--- src/logic/port_pins_consts.svh ---
`ifndef PORT_PINS_CONSTS_SVH
`define PORT_PINS_CONSTS_SVH

// ------------------------------------------------------------
// timing counts and port reset value
// ------------------------------------------------------------
`define OSC_PER_MACHINE_CYCLE   4'd12
`define OSC_PER_MC_MAX          4'd11
`define RESET_QUAL_MCYCLES      2'd2
`define PORT_RESET_VALUE        8'hFF

// ------------------------------------------------------------
// port 3 and port 1 bit positions
// ------------------------------------------------------------
`define P3_RX_BIT               0
`define P3_TX_BIT               1
`define P3_IRQ0_BIT             2
`define P3_IRQ1_BIT             3
`define P3_T0_BIT               4
`define P3_T1_BIT               5
`define P3_CMP_BIT              6
`define P1_CMP_POS_BIT          0
`define P1_CMP_NEG_BIT          1

`endif

--- src/logic/port_pins_pkg.sv ---
package port_pins_pkg;

	typedef enum logic [1:0] {
		MODE_RUN   = 2'b00,
		MODE_IDLE  = 2'b01,
		MODE_PDOWN = 2'b10
	} power_mode_t;

	typedef struct packed {
		logic [7:0] p1_out;
		logic [7:0] p1_oe;
		logic [7:0] p3_out;
		logic [7:0] p3_oe;
	} pin_drive_t;

	typedef struct packed {
		logic serial_rx;
		logic ext_irq_zero_pin;
		logic ext_irq_one_pin;
		logic timer_zero_count_pin;
		logic timer_one_count_pin;
		logic comparator_pos_input;
		logic comparator_neg_input;
	} alt_in_t;

endpackage

--- src/logic/sync_2ff.sv ---
`timescale 1ns/1ps
// two-stage synchroniser for a bus of pin inputs
module sync_2ff #(
	parameter int W = 8
) (
	input  wire logic         clk_sys_i,
	input  wire logic         nrst_i,
	input  wire logic [W-1:0] d_i,
	output logic      [W-1:0] q_o
);
	typedef struct packed {
		logic [W-1:0] s1;
		logic [W-1:0] s2;
	} sync_state_t;

	sync_state_t st_reg;
	sync_state_t st_next;

	always_comb begin
		st_next    = st_reg;
		st_next.s1 = d_i;
		st_next.s2 = st_reg.s1;
	end

	always_ff @(posedge clk_sys_i or negedge nrst_i) begin
		if (!nrst_i) begin
			st_reg <= '0;
		end else begin
			st_reg <= st_next;
		end
	end

	assign q_o = st_reg.s2;
endmodule

--- src/logic/port_reset_clock_pins.sv ---
`timescale 1ns/1ps
`include "port_pins_consts.svh"
module port_reset_clock_pins (
	input  wire logic                     clk_sys_i,
	input  wire logic                     nrst_i,
	input  wire logic                     oscillator_input_i,
	input  wire logic                     reset_pin_i,
	input  wire logic [7:0]               p1_pin_i,
	input  wire logic [7:0]               p3_pin_i,
	input  wire logic                     comparator_out_i,
	input  wire logic                     latch_wr_p1_i,
	input  wire logic                     latch_wr_p3_i,
	input  wire logic [7:0]               latch_wdata_i,
	input  wire logic                     serial_tx_i,
	input  wire logic                     idle_req_i,
	input  wire logic                     pdown_req_i,
	input  wire logic                     irq_pending_i,
	input  wire logic                     prog_mode_i,
	input  wire logic                     prog_drive_i,
	input  wire logic [7:0]               prog_data_i,
	output logic                          oscillator_output_o,
	output port_pins_pkg::pin_drive_t     drive_o,
	output logic [7:0]                    p1_read_o,
	output logic [7:0]                    p3_read_o,
	output port_pins_pkg::alt_in_t        alt_o,
	output logic [7:0]                    prog_data_o,
	output logic [2:0]                    prog_ctrl_o,
	output logic                          osc_half_o,
	output logic                          mcycle_stb_o,
	output logic                          sys_reset_o,
	output logic                          cpu_run_o,
	output logic                          periph_run_o,
	output port_pins_pkg::power_mode_t    mode_o
);
	// ------------------------------------------------------------
	// state
	// ------------------------------------------------------------
	typedef struct packed {
		logic [7:0]                p1_latch;
		logic [7:0]                p3_latch;
		logic                      osc_prev;
		logic                      half;
		logic [3:0]                osc_cnt;
		logic                      mstb;
		logic [1:0]                rst_cnt;
		logic                      sys_rst;
		port_pins_pkg::power_mode_t mode;
		logic                      osc_drv;
		port_pins_pkg::pin_drive_t drive;
		logic [7:0]                p1_rd;
		logic [7:0]                p3_rd;
		port_pins_pkg::alt_in_t    alt;
		logic [7:0]                pdat;
		logic [2:0]                pctl;
		logic                      cpu_run;
		logic                      per_run;
	} top_state_t;

	top_state_t st_reg;
	top_state_t st_next;
	logic [17:0] sync_q;

	// every pin input passes two flops first
	sync_2ff #(
		.W (18)
	) u_sync (
		.clk_sys_i (clk_sys_i),
		.nrst_i    (nrst_i),
		.d_i       ({oscillator_input_i, reset_pin_i, p1_pin_i, p3_pin_i}),
		.q_o       (sync_q)
	);

	logic       osc_s;
	logic       rst_s;
	logic [7:0] p1_s;
	logic [7:0] p3_s;
	assign osc_s = sync_q[17];
	assign rst_s = sync_q[16];
	assign p1_s  = sync_q[15:8];
	assign p3_s  = sync_q[7:0];

	always_comb begin
		logic       half_rise;
		logic [7:0] p3_eff;
		half_rise = 1'b0;
		p3_eff    = 8'h00;
		st_next   = st_reg;
		st_next.mstb = 1'b0;

		// ------------------------------------------------------------
		// clock path
		// ------------------------------------------------------------
		// oscillator stops; qualifier needs it, so a high pin restarts it
		if (st_reg.mode != port_pins_pkg::MODE_PDOWN || rst_s) begin
			st_next.osc_prev = osc_s;
			st_next.osc_drv  = ~osc_s;
			if (osc_s && !st_reg.osc_prev) begin
				st_next.half = ~st_reg.half;
				half_rise    = 1'b1;
			end
		end
		if (half_rise) begin
			if (st_reg.osc_cnt == `OSC_PER_MC_MAX) begin
				st_next.osc_cnt = 4'h0;
				st_next.mstb    = 1'b1;
			end else begin
				st_next.osc_cnt = st_reg.osc_cnt + 4'h1;
			end
		end

		// ------------------------------------------------------------
		// reset qualifier
		// ------------------------------------------------------------
		// restart on low
		if (!rst_s) begin
			st_next.rst_cnt = 2'b00;
			st_next.sys_rst = 1'b0;
		end else if (half_rise && st_reg.osc_cnt == `OSC_PER_MC_MAX) begin
			// two whole machine cycles; the first boundary only opens
			// the count, since the cycle before it was partly low
			if (st_reg.rst_cnt == `RESET_QUAL_MCYCLES) begin
				st_next.sys_rst = 1'b1;
			end else begin
				st_next.rst_cnt = st_reg.rst_cnt + 2'b01;
			end
		end

		// ------------------------------------------------------------
		// power modes
		// ------------------------------------------------------------
		unique case (st_reg.mode)
			port_pins_pkg::MODE_RUN: begin
				if (pdown_req_i) begin
					st_next.mode = port_pins_pkg::MODE_PDOWN;
				end else if (idle_req_i) begin
					st_next.mode = port_pins_pkg::MODE_IDLE;
				end
			end
			port_pins_pkg::MODE_IDLE: begin
				if (irq_pending_i || st_next.sys_rst) begin
					st_next.mode = port_pins_pkg::MODE_RUN;
				end
			end
			port_pins_pkg::MODE_PDOWN: begin
				if (st_next.sys_rst) begin
					st_next.mode = port_pins_pkg::MODE_RUN;
				end
			end
			default: st_next.mode = port_pins_pkg::MODE_RUN;
		endcase
		st_next.cpu_run = (st_next.mode == port_pins_pkg::MODE_RUN)
			&& !st_next.sys_rst;
		st_next.per_run = (st_next.mode != port_pins_pkg::MODE_PDOWN);

		// ------------------------------------------------------------
		// pin latches
		// ------------------------------------------------------------
		// pin high forces ones at once
		// only registers reset; ram lies outside
		if (rst_s) begin
			st_next.p1_latch = `PORT_RESET_VALUE;
			st_next.p3_latch = `PORT_RESET_VALUE;
		end else if (st_reg.cpu_run) begin
			if (latch_wr_p1_i) begin
				st_next.p1_latch = latch_wdata_i;
			end
			if (latch_wr_p3_i) begin
				st_next.p3_latch = latch_wdata_i;
			end
		end

		p3_eff = st_next.p3_latch;
		p3_eff[`P3_TX_BIT] = st_next.p3_latch[`P3_TX_BIT] & serial_tx_i;

		// quasi-bidirectional: drive low only, pull-ups outside
		st_next.drive.p1_out = 8'h00;
		st_next.drive.p1_oe  = ~st_next.p1_latch;
		st_next.drive.p3_out = 8'h00;
		st_next.drive.p3_oe  = ~p3_eff;
		st_next.drive.p3_oe[`P3_CMP_BIT] = 1'b0;
		// programming data path on port one
		if (prog_mode_i) begin
			st_next.drive.p1_out = prog_data_i;
			st_next.drive.p1_oe  = prog_drive_i ? 8'hFF : 8'h00;
		end

		// a latched one leaves the pin readable
		st_next.p1_rd = p1_s & st_next.p1_latch;
		st_next.p3_rd = p3_s & st_next.p3_latch;
		st_next.p3_rd[`P3_CMP_BIT] = comparator_out_i;

		st_next.alt.serial_rx            = p3_s[`P3_RX_BIT];
		st_next.alt.ext_irq_zero_pin     = p3_s[`P3_IRQ0_BIT];
		st_next.alt.ext_irq_one_pin      = p3_s[`P3_IRQ1_BIT];
		st_next.alt.timer_zero_count_pin = p3_s[`P3_T0_BIT];
		st_next.alt.timer_one_count_pin  = p3_s[`P3_T1_BIT];
		st_next.alt.comparator_pos_input = p1_s[`P1_CMP_POS_BIT];
		st_next.alt.comparator_neg_input = p1_s[`P1_CMP_NEG_BIT];

		st_next.pdat = p1_s;
		st_next.pctl = prog_mode_i ? p3_s[`P3_T1_BIT:`P3_IRQ1_BIT] : 3'b000;
	end

	always_ff @(posedge clk_sys_i or negedge nrst_i) begin
		if (!nrst_i) begin
			st_reg          <= '0;
			st_reg.p1_latch <= `PORT_RESET_VALUE;
			st_reg.p3_latch <= `PORT_RESET_VALUE;
			st_reg.sys_rst  <= 1'b1;
		end else begin
			st_reg <= st_next;
		end
	end

	assign oscillator_output_o = st_reg.osc_drv;
	assign drive_o             = st_reg.drive;
	assign p1_read_o           = st_reg.p1_rd;
	assign p3_read_o           = st_reg.p3_rd;
	assign alt_o               = st_reg.alt;
	assign prog_data_o         = st_reg.pdat;
	assign prog_ctrl_o         = st_reg.pctl;
	assign osc_half_o          = st_reg.half;
	assign mcycle_stb_o        = st_reg.mstb;
	assign sys_reset_o         = st_reg.sys_rst;
	assign cpu_run_o           = st_reg.cpu_run;
	assign periph_run_o        = st_reg.per_run;
	assign mode_o              = st_reg.mode;
endmodule

--- config.mk ---
export PLATFORM = sky130hd
export DESIGN_NAME = port_reset_clock_pins
export DESIGN_NICKNAME = d
export VERILOG_FILES = /design/src/logic/port_pins_pkg.sv /design/src/logic/sync_2ff.sv /design/src/logic/port_reset_clock_pins.sv
export VERILOG_INCLUDE_DIRS = /design/src /design/src/logic
export SDC_FILE = /design/constraint.sdc
export NUM_CORES = 1
export LEC_CHECK = 0
export BUFFER_PORTS_ARGS = -buffer_cell sky130_fd_sc_hd__buf_4
export CAP_MARGIN = 20
export CORE_AREA = 2 2 99 101
export DETAILED_ROUTE_END_ITERATION = 12
export DIE_AREA = 0 0 101 103
export MAX_ROUTING_LAYER = met4
export PLACE_DENSITY_LB_ADDON = 0.3
export SLEW_MARGIN = 25
export SYNTH_ARGS = -nofsm -noshare
export SYNTH_HDL_FRONTEND = slang
export SYNTH_SLANG_ARGS = --single-unit
--- constraint.sdc ---
create_clock -name clk_sys_i -period 1.3 [get_ports clk_sys_i]
set_input_delay 0.065 -clock clk_sys_i [delete_from_list [all_inputs] [get_ports clk_sys_i]]
set_output_delay 0.065 -clock clk_sys_i [all_outputs]
set_load 0.02 [all_outputs]
Yosys cells after proc, flatten, opt, wreduce, memory -nomap -nowiden. Cells that the tools add are included.

Add/sub/neg operators: 2. Eq/ne operators: 8. Multiplexer cells: 21. Bitwise gates (word level): 7. Reduce and logical (&&, ||, !) cells: 11.

Operators with widths (count): 16-bit 2-to-1 mux (3); 8-bit 2-to-1 mux (3); 8-bit bitwise AND (2); 8-bit NOT (2); 2-bit 2-to-1 mux (5); 3-bit 2-to-1 mux (3); 2-bit inequality test (second input constant) (4); 2-bit one-hot mux with 3 select lines (1); 1-bit 2-to-1 mux (5); 4-bit by 1-bit adder with 4-bit output (second input constant) (1); 2-bit == test (second input constant) (2); 4-bit == test (second input constant) (1); 2-bit logical NOT (2); 4-bit 2-to-1 mux (1); 2-bit AND reduction (2); 1-bit logical AND (3); 2-bit by 1-bit adder with 2-bit output (second input constant) (1); 2-bit by 1-bit == test with 1-bit output (second input constant) (1); 1-bit logical NOT (2); 1-bit logical OR (2); 1-bit NOT (2); 1-bit bitwise AND (1).

Register bits: 124. Input bits: 45. Output and inout port bits: 74. Word-level logic and storage cells: 77.

Longest topological paths before layout. Gate-level depths: netlist of the first run.

Depth after elaboration: 12. Gate-level depth with buffers: 5. Mapped depth without buffers: 5.

Cells and area by module. Synthesis of the first run repeated with hierarchy kept, for this count alone.

Cells, all modules: 323. Area total of the unflattened synthesis: 4418.0 um2.

By module, submodules not included: port_reset_clock_pins (instances 1, cells each 287, area an instance 3517.1 um2, sequential area each 2147.1 um2); sync_2ff (instances 1, cells each 36, area an instance 900.9 um2, sequential area each 900.9 um2).

Least setup slack after synthesis of the first run. OpenSTA, ideal clock, no wires.

Path type: flip-flop to flip-flop. Start point: reg st_reg (netlist bit cpu_run_o). End point: reg st_reg (netlist bit p1_read_o[0]). Setup time: 119 ps. Arrival: 1277 ps. Data required time: 1181 ps. Setup slack: -96 ps. Stages on the path, launching flop included: 5. Path buffers: 1. Period minus slack after synthesis: 1396 ps. Path through: dfrtp_1 buf_2 nand2_2 a211o_1 and2_1.

RTL lines: from (decl) (line port_reset_clock_pins.sv:59) `top_state_t st_reg;`; from (signal assigned) (line port_reset_clock_pins.sv:211) `st_reg <= st_next;`.

==> results of run 1 <==
[how the worst min path moves through the flow]
stage / from / endpoint / slack (ps) / depth (start not counted)
global route: nrst_i / p3_read_o[0] / 70 / 2
finish: nrst_i / u_sync.st_next[2] / 50 / 2
floorplan: nrst_i / alt_o[2] / -230 / 0
CTS: nrst_i / p1_read_o[7] / 40 / 2
global placement: nrst_i / p3_read_o[0] / 20 / 1
detailed placement: nrst_i / drive_o[0] / 20 / 1
[Yosys cell counts (all sizes together) (2+ instances only)]
cell	number
a211o	9
nand2	12
inv	11
dfrtp	103
a211oi	7
mux2	3
nor2	5
nand3b	2
nor4	2
ha	2
nor2b	6
clkbuf	4
nor3b	2
nand2b	2
o21ai	12
buf	70
dfstp	16
mux2i	3
and2	20
and3	16
[power by group]
| part | internal, uW | switching, uW |
|---|---|---|
| combinational | 552 | 508 |
| sequential | 3930 | 99.2 |
| clock | 3470 | 1630 |
[critical path: cells and delay by family, from the launching register on]
family	cells	cell delay [ps]
and+or+nand+nor	2	150
DFF	1	380
AOI/OAI and AO/OA	1	360
adders and majority gates	1	190
buffers and inverters	1	140
[what timing repair did]
action / in CTS / in global routing
pin swaps: 7 / 18
gates cloned: 0 / 2
gates resized for setup: 15 / 41
buffers inserted: 4 / 4
hold buffers: 51 / 0
setup endpoints to repair: 27 / 39
hold endpoints to repair: 171 / 0
[kinds of logic after synthesis]
family / Yosys count
AOI/OAI and AO/OA: 32
xor gates and xnor gates: 1
adders and majority gates: 2
buffers and inverters: 85
DFF: 119
muxes: 6
other: 1
and+or+nand+nor: 70
[per-layer routing]
metal	share of wire (%)	global-route usage, %	vias to the layer above	routed length, um
met5	0	-	-	0
met4	1.5	7.59	0	129
met3	3.9	5.56	15	345
met2	53	26.9	71	4660
met1	41	21.4	1361	3600
li1	-	-	1261	-
[cell type report]
| cell class | instances | area [sq um] | area share, % |
|---|---|---|---|
| timing repair buffer | 190 | 1670 | 25.8 |
| sequential | 119 | 3000 | 46.3 |
| inverter | 11 | 43.8 | 0.676 |
| multi-input combinational | 120 | 966 | 14.9 |
| tap | 114 | 143 | 2.20 |
| clock inverter | 11 | 194 | 3.00 |
| clock buffer | 21 | 459 | 7.09 |
[metrics by stage]
step           hold WS [ps]  setup WS [ps]
5_1_grt                69.4           -108
6_report               46.5          -39.0
3_3_place_gp           20.5          -48.3
3_5_place_dp           24.7           -127
2_1_floorplan          -231          -12.3
4_1_cts                37.1          -78.1
==> results.toml, run 1 <==
[power_and_ir_drop]
leakage_uw = 0.00308
p_total_uw = 10200
power.density_mw_per_mm2 = 1570
ir_drop_uv = 1110

[floorplan]
die_area_sq_mm = 0.0104
core_sq_mm = 0.00946
num_rows = 36
pin_count = 119
die_y_um = 103
die_w_um = 101
start_util_pct = 45.8

[synth]
yosys.area.top_type = "dfrtp_1"
synth_top_family_by_area = "buffers and inverters"
synth_xor_area_share_pct = 0.202
ys.flop_type = "dfrtp_1"
syn_area_sq_mm = 0.00433
seq_area_frac_synth_pct = 69.3
synth_compound_area_share_pct = 5.38
syn_area_per_cell_sq_um = 13.7
synthTopCellsByArea = "dfrtp_1, buf_4, dfstp_2"
synth_cells = 316
synthArstFlopShare_pct = 100
synth_cell_types = 33
ys_ff_latch = 119
synthAdderAreaFrac_pct = 0.578
synth-edff-count = 0
synth-simple-area-share_pct = 9.68
synthMuxAreaShare_pct = 1.47
synth_top_area_share_pct = 59.6
yosysWarnings = 0

[critical_path]
critPathMaxFanout = 4
reg2regPathDepth = 5
reg2reg_to = "periph_run_o"
crit-reg2reg-launch = "st_reg[76]"
slowest_stage = "dfrtp_1"
crit_type = "flip-flop to flip-flop"
crit_path_end = "periph_run_o"
startpoint = "st_reg[76]"
arrival_ps = 1720
startpoint_type = "flip-flop"
r2r_setup_slack_ps = -40
slowest_delay_ps = 380
cp_data_required_time_ps = 1680
crit_chain = "ha_2, nand3b_1, buf_6, nor4_4, a2111o_1"
end_kind = "flip-flop"

[cts]
cts_sinks = 119
clk_path_buf_depth = 2
clk_latency_ps = 500
clock-root-buffer = "clkbuf_8"
cts_inserted_buffers = 17
cts_tree = "built"
path_clk_slew_ps = 50
cts_max_level = 4

[route]
vias = 2708
post-route-drc-count = 0
wire_per_inst_um = 14.9
postRouteAntennaNets = 0
drt_first_pass_iters = 4
drt-initial-drc-count = 140
drt-vias-per-instance = 4.62
routed_wl_mm = 8.74

[placement]
dp_hpwl_mm = 5.02
gp_congestion = 0.806
dp_cells = 493
port_buffers = 108
place_area_sq_mm = 0.00498

[sta]
fin_tns_setup_ps = -217
setup_viol = 9
rsz0062_at_grt = "yes"
clock_skew_ps = 7.62
period_needed_ps = 1340
final.setup.worst_slack_ps = -39.0
fmax_mhz = 747
drv_slew = 0
period_share_pct = 103
hold_viol = 0

[finish]
largest_reg_flops = 23
fillCellCount = 676
final_nets = 506
layout_commonest_cell = "buf_4"
utilization_pct = 68.4
fin_area_sq_mm = 0.00647
drive_above_1_share_pct = 46.6
final_cells = 586
antenna_cells = 0
area_growth_pct = 49.6
mostFrequentLayoutCells = "buf_4, dfrtp_1, dlygate4sd3_1"

[worst_hold_path]
hold_path_class = "input pin to async pin"

[run]
drv_cap = 0

[global_route]
grt_usage_pct = 17.5
grt_pass1_wl_mm = 13.1
grt_overflow_total = 0
grt_max_degree = 36
antenna_found_initial = 0
grt_pass1_vias = 2650

[status]
status = "finished with violations"
violations = "negative setup slack"
No activity file was read; power rests on OpenSTA's default activity.
==> run 2: changes to the inputs <==
--- a/config.mk
+++ b/config.mk
@@ -6,11 +6,12 @@
 export SDC_FILE = /design/constraint.sdc
 export NUM_CORES = 1
 export LEC_CHECK = 0
+export ABC_AREA = 1
 export BUFFER_PORTS_ARGS = -buffer_cell sky130_fd_sc_hd__buf_4
 export CAP_MARGIN = 20
-export CORE_AREA = 2 2 99 101
+export CORE_AREA = 2 2 100 102
 export DETAILED_ROUTE_END_ITERATION = 12
-export DIE_AREA = 0 0 101 103
+export DIE_AREA = 0 0 102 104
 export MAX_ROUTING_LAYER = met4
 export PLACE_DENSITY_LB_ADDON = 0.3
 export SLEW_MARGIN = 25
==> run 2 against run 1 <==
  * The flow still finishes with violations (negative setup slack)
  * Synthesized cell count grew 14%
  * Core utilization fell by 5.5 points
  * Via count is 3.0% lower
  * Combinational power rose by 87%
  * Flip-flop and latch count stayed put
  * Routed wire length is 5.2% lower
  * Hold slack got worse by 33 ps
  * Sequential share of layout area increased by 3.5 points
  * Critical path type unchanged
  * Largest power group unchanged
==> results.toml, run 2 <==
[status]
status = "finished with violations"
violations = "negative setup slack"

[cts]
clk_path_buf_depth = 2
cts_sinks = 119
clk_latency_ps = 510
cts_tree = "built"
post_cts_buffers = 0
path_clk_slew_ps = 60
cts_inserted_buffers = 17
clock-root-buffer = "clkbuf_8"
cts_max_level = 4

[sta]
final.setup.worst_slack_ps = -18.1
hold_viol = 0
drv_slew = 0
period_needed_ps = 1320
setup_viol = 1
rsz0062_at_grt = "yes"
timing.slew.headroom_pct = 66.8
clock_skew_ps = 10.2
fmax_mhz = 759
worst_pin_slew_ps = 496
period_share_pct = 101

[synth]
ys.flop_type = "dfrtp_1"
post-synth-top-count-cell = "dfrtp_1"
ys_ff_latch = 119
synth-edff-count = 0
synth_top_area_share_pct = 59.2
synthTopCellsByArea = "dfrtp_1, buf_4, dfstp_2"
yosys.area.top_type = "dfrtp_1"
yosysWarnings = 0
syn_area_sq_mm = 0.00436
synthTopCellsByCount = "dfrtp_1, buf_4, nand2_1"
synth_cells = 361
synthArstFlopShare_pct = 100
seq_area_frac_synth_pct = 68.8
synth_cell_types = 33
syn_area_per_cell_sq_um = 12.1

[critical_path]
slowest_stage = "dfrtp_1"
crit_chain = "ha_2, nand2_2, nor2_4, nand4_1, nand2_1, nand2_2, a21boi_2, inv_1"
cp_top_family = "simple AND/OR/NAND/NOR gates"
crit_type = "flip-flop to flip-flop"
cp.depth = 8
reg2regPathDepth = 8
arrival_ps = 1700
end_kind = "flip-flop"
cp_data_required_time_ps = 1690
cp_common_cell = "nand2_2"
crit-reg2reg-launch = "st_reg[76]"
reg2reg_to = "mode_o[1]"
startpoint = "st_reg[76]"
r2r_setup_slack_ps = -20
crit_path_end = "mode_o[1]"
slowest_delay_ps = 370
critPathBufInv = 1
critPathMaxFanout = 4
startpoint_type = "flip-flop"

[route]
wire_per_inst_um = 13.3
postRouteAntennaNets = 0
drt_first_pass_iters = 4
vias = 2628
routed_wl_mm = 8.29
post-route-drc-count = 0
drt-vias-per-instance = 4.21
drt-initial-drc-count = 74

[floorplan]
die_area_sq_mm = 0.0106
num_rows = 36
start_util_pct = 45.6
core_sq_mm = 0.00955
pin_count = 119
die_y_um = 104
die_w_um = 102

[placement]
port_buffers = 108
place_ws_ps = 15.9
dp_hpwl_mm = 4.95
place_area_sq_mm = 0.00489
gp_congestion = 0.732

[finish]
area_growth_pct = 38.0
antenna_cells = 0
final_nets = 525
fillCellCount = 756
utilization_pct = 62.9
drive_above_1_share_pct = 36.9
fin_area_sq_mm = 0.00601
layout_commonest_cell = "buf_4"
largest_reg_flops = 23
mostFrequentLayoutCells = "buf_4, dfrtp_1, nand2_1"

[run]
drv_cap = 0

[worst_hold_path]
hold_path_class = "input pin to flip-flop"

[power_and_ir_drop]
leakage_uw = 0.00313
power.density_mw_per_mm2 = 1860
ir_drop_uv = 999

[global_route]
grt_max_degree = 76
grt_pass1_wl_mm = 13.4
grt_usage_pct = 17.4
grt_pass1_vias = 2772
grt_overflow_total = 0
antenna_found_initial = 0
==> run 2: cell types whose count changed in the layout (fill, tap and decap cells not counted), sizes merged, moves of 5 or more <==
cell,before,now
nand2,12,57
a211oi,7,0
a21oi,1,6
o211ai,0,5
a211o,9,0
nand3,1,10
and3,16,0
inv,13,56
clkbuf,22,17
and2,20,0
nor2b,6,0
buf,138,114
==> run 2: how the worst min path moves through the flow <==
stage	startpoint	endpoint	slack (ps)	depth (start not counted)
finish	prog_drive_i	drive_o[16]	10	3
global route	prog_drive_i	drive_o[17]	60	3
CTS	prog_drive_i	drive_o[19]	10	3
detailed placement	nrst_i	u_sync.st_next[7]	-60	1
global placement	nrst_i	u_sync.st_next[7]	-60	1
floorplan	nrst_i	alt_o[2]	-230	0
==> run 2: power breakdown <==
group | switching, uW | internal (uW)
combinational | 1100 | 877
clock | 1750 | 2960
sequential | 251 | 4260
==> run 2: through the flow <==
stage	setup TNS [ps]	power, uW	hold slack, ps	std cells
after floorplan	0	5850	-231	369
after global placement	0	6340	-61.7	542
after detailed placement	0	6390	-56.1	542
after CTS	-7.69	11300	13.2	623
after global routing	-353	11700	59.1	624
final	-18.1	11200	13.4	624
==> run 2: final cells by class <==
cell class	count	area (sq um)	share of cell area (%)
Clock buffer	17	414	6.89
Tap cell	133	166	2.77
Timing Repair Buffer	164	1380	23.0
Inverter	50	190	3.16
Clock inverter	15	191	3.18
Sequential cell	119	3000	49.9
Multi-Input combinational cell	126	668	11.1
==> run 2: logic make-up (layout without fill, tap and decap cells) <==
group,count (synthesis),after routing,share of synthesized area (%)
simple gates,83,83,9.11
buf+inv,124,246,16.9
compound gates,29,29,3.82
other cells,1,9,0.0861
mux,2,2,0.517
xor+xnor,1,1,0.201
flops,119,119,68.8
fa+ha+maj,2,2,0.574
==> run 2: worst register-to-register path, delay by kind of cell (launching register included) <==
| kind | cells | cell delay, ps |
|---|---|---|
| AND/OR/NAND/NOR | 5 | 420 |
| adder cells (fa/ha/maj) | 1 | 200 |
| flip-flops | 1 | 370 |
| AO/OA/AOI/OAI | 1 | 150 |
| buffers and inverters | 1 | 60 |
==> run 2: repair_timing <==
item / CTS / global route
hold buffers: 49 / 1
pin swaps: 0 / 2
gates resized for setup: 0 / 5
endpoints found under the hold margin: 181 / 2
endpoints found under the setup margin: 1 / 17
==> run 2: metal layers <==
layer | track usage [%] | up-vias | routed length [um]
met4 | 6.95 | 0 | 107
met3 | 5.11 | 10 | 359
met2 | 28.1 | 81 | 4340
met1 | 20.2 | 1271 | 3480
met5 | - | - | 0
li1 | - | 1266 | -
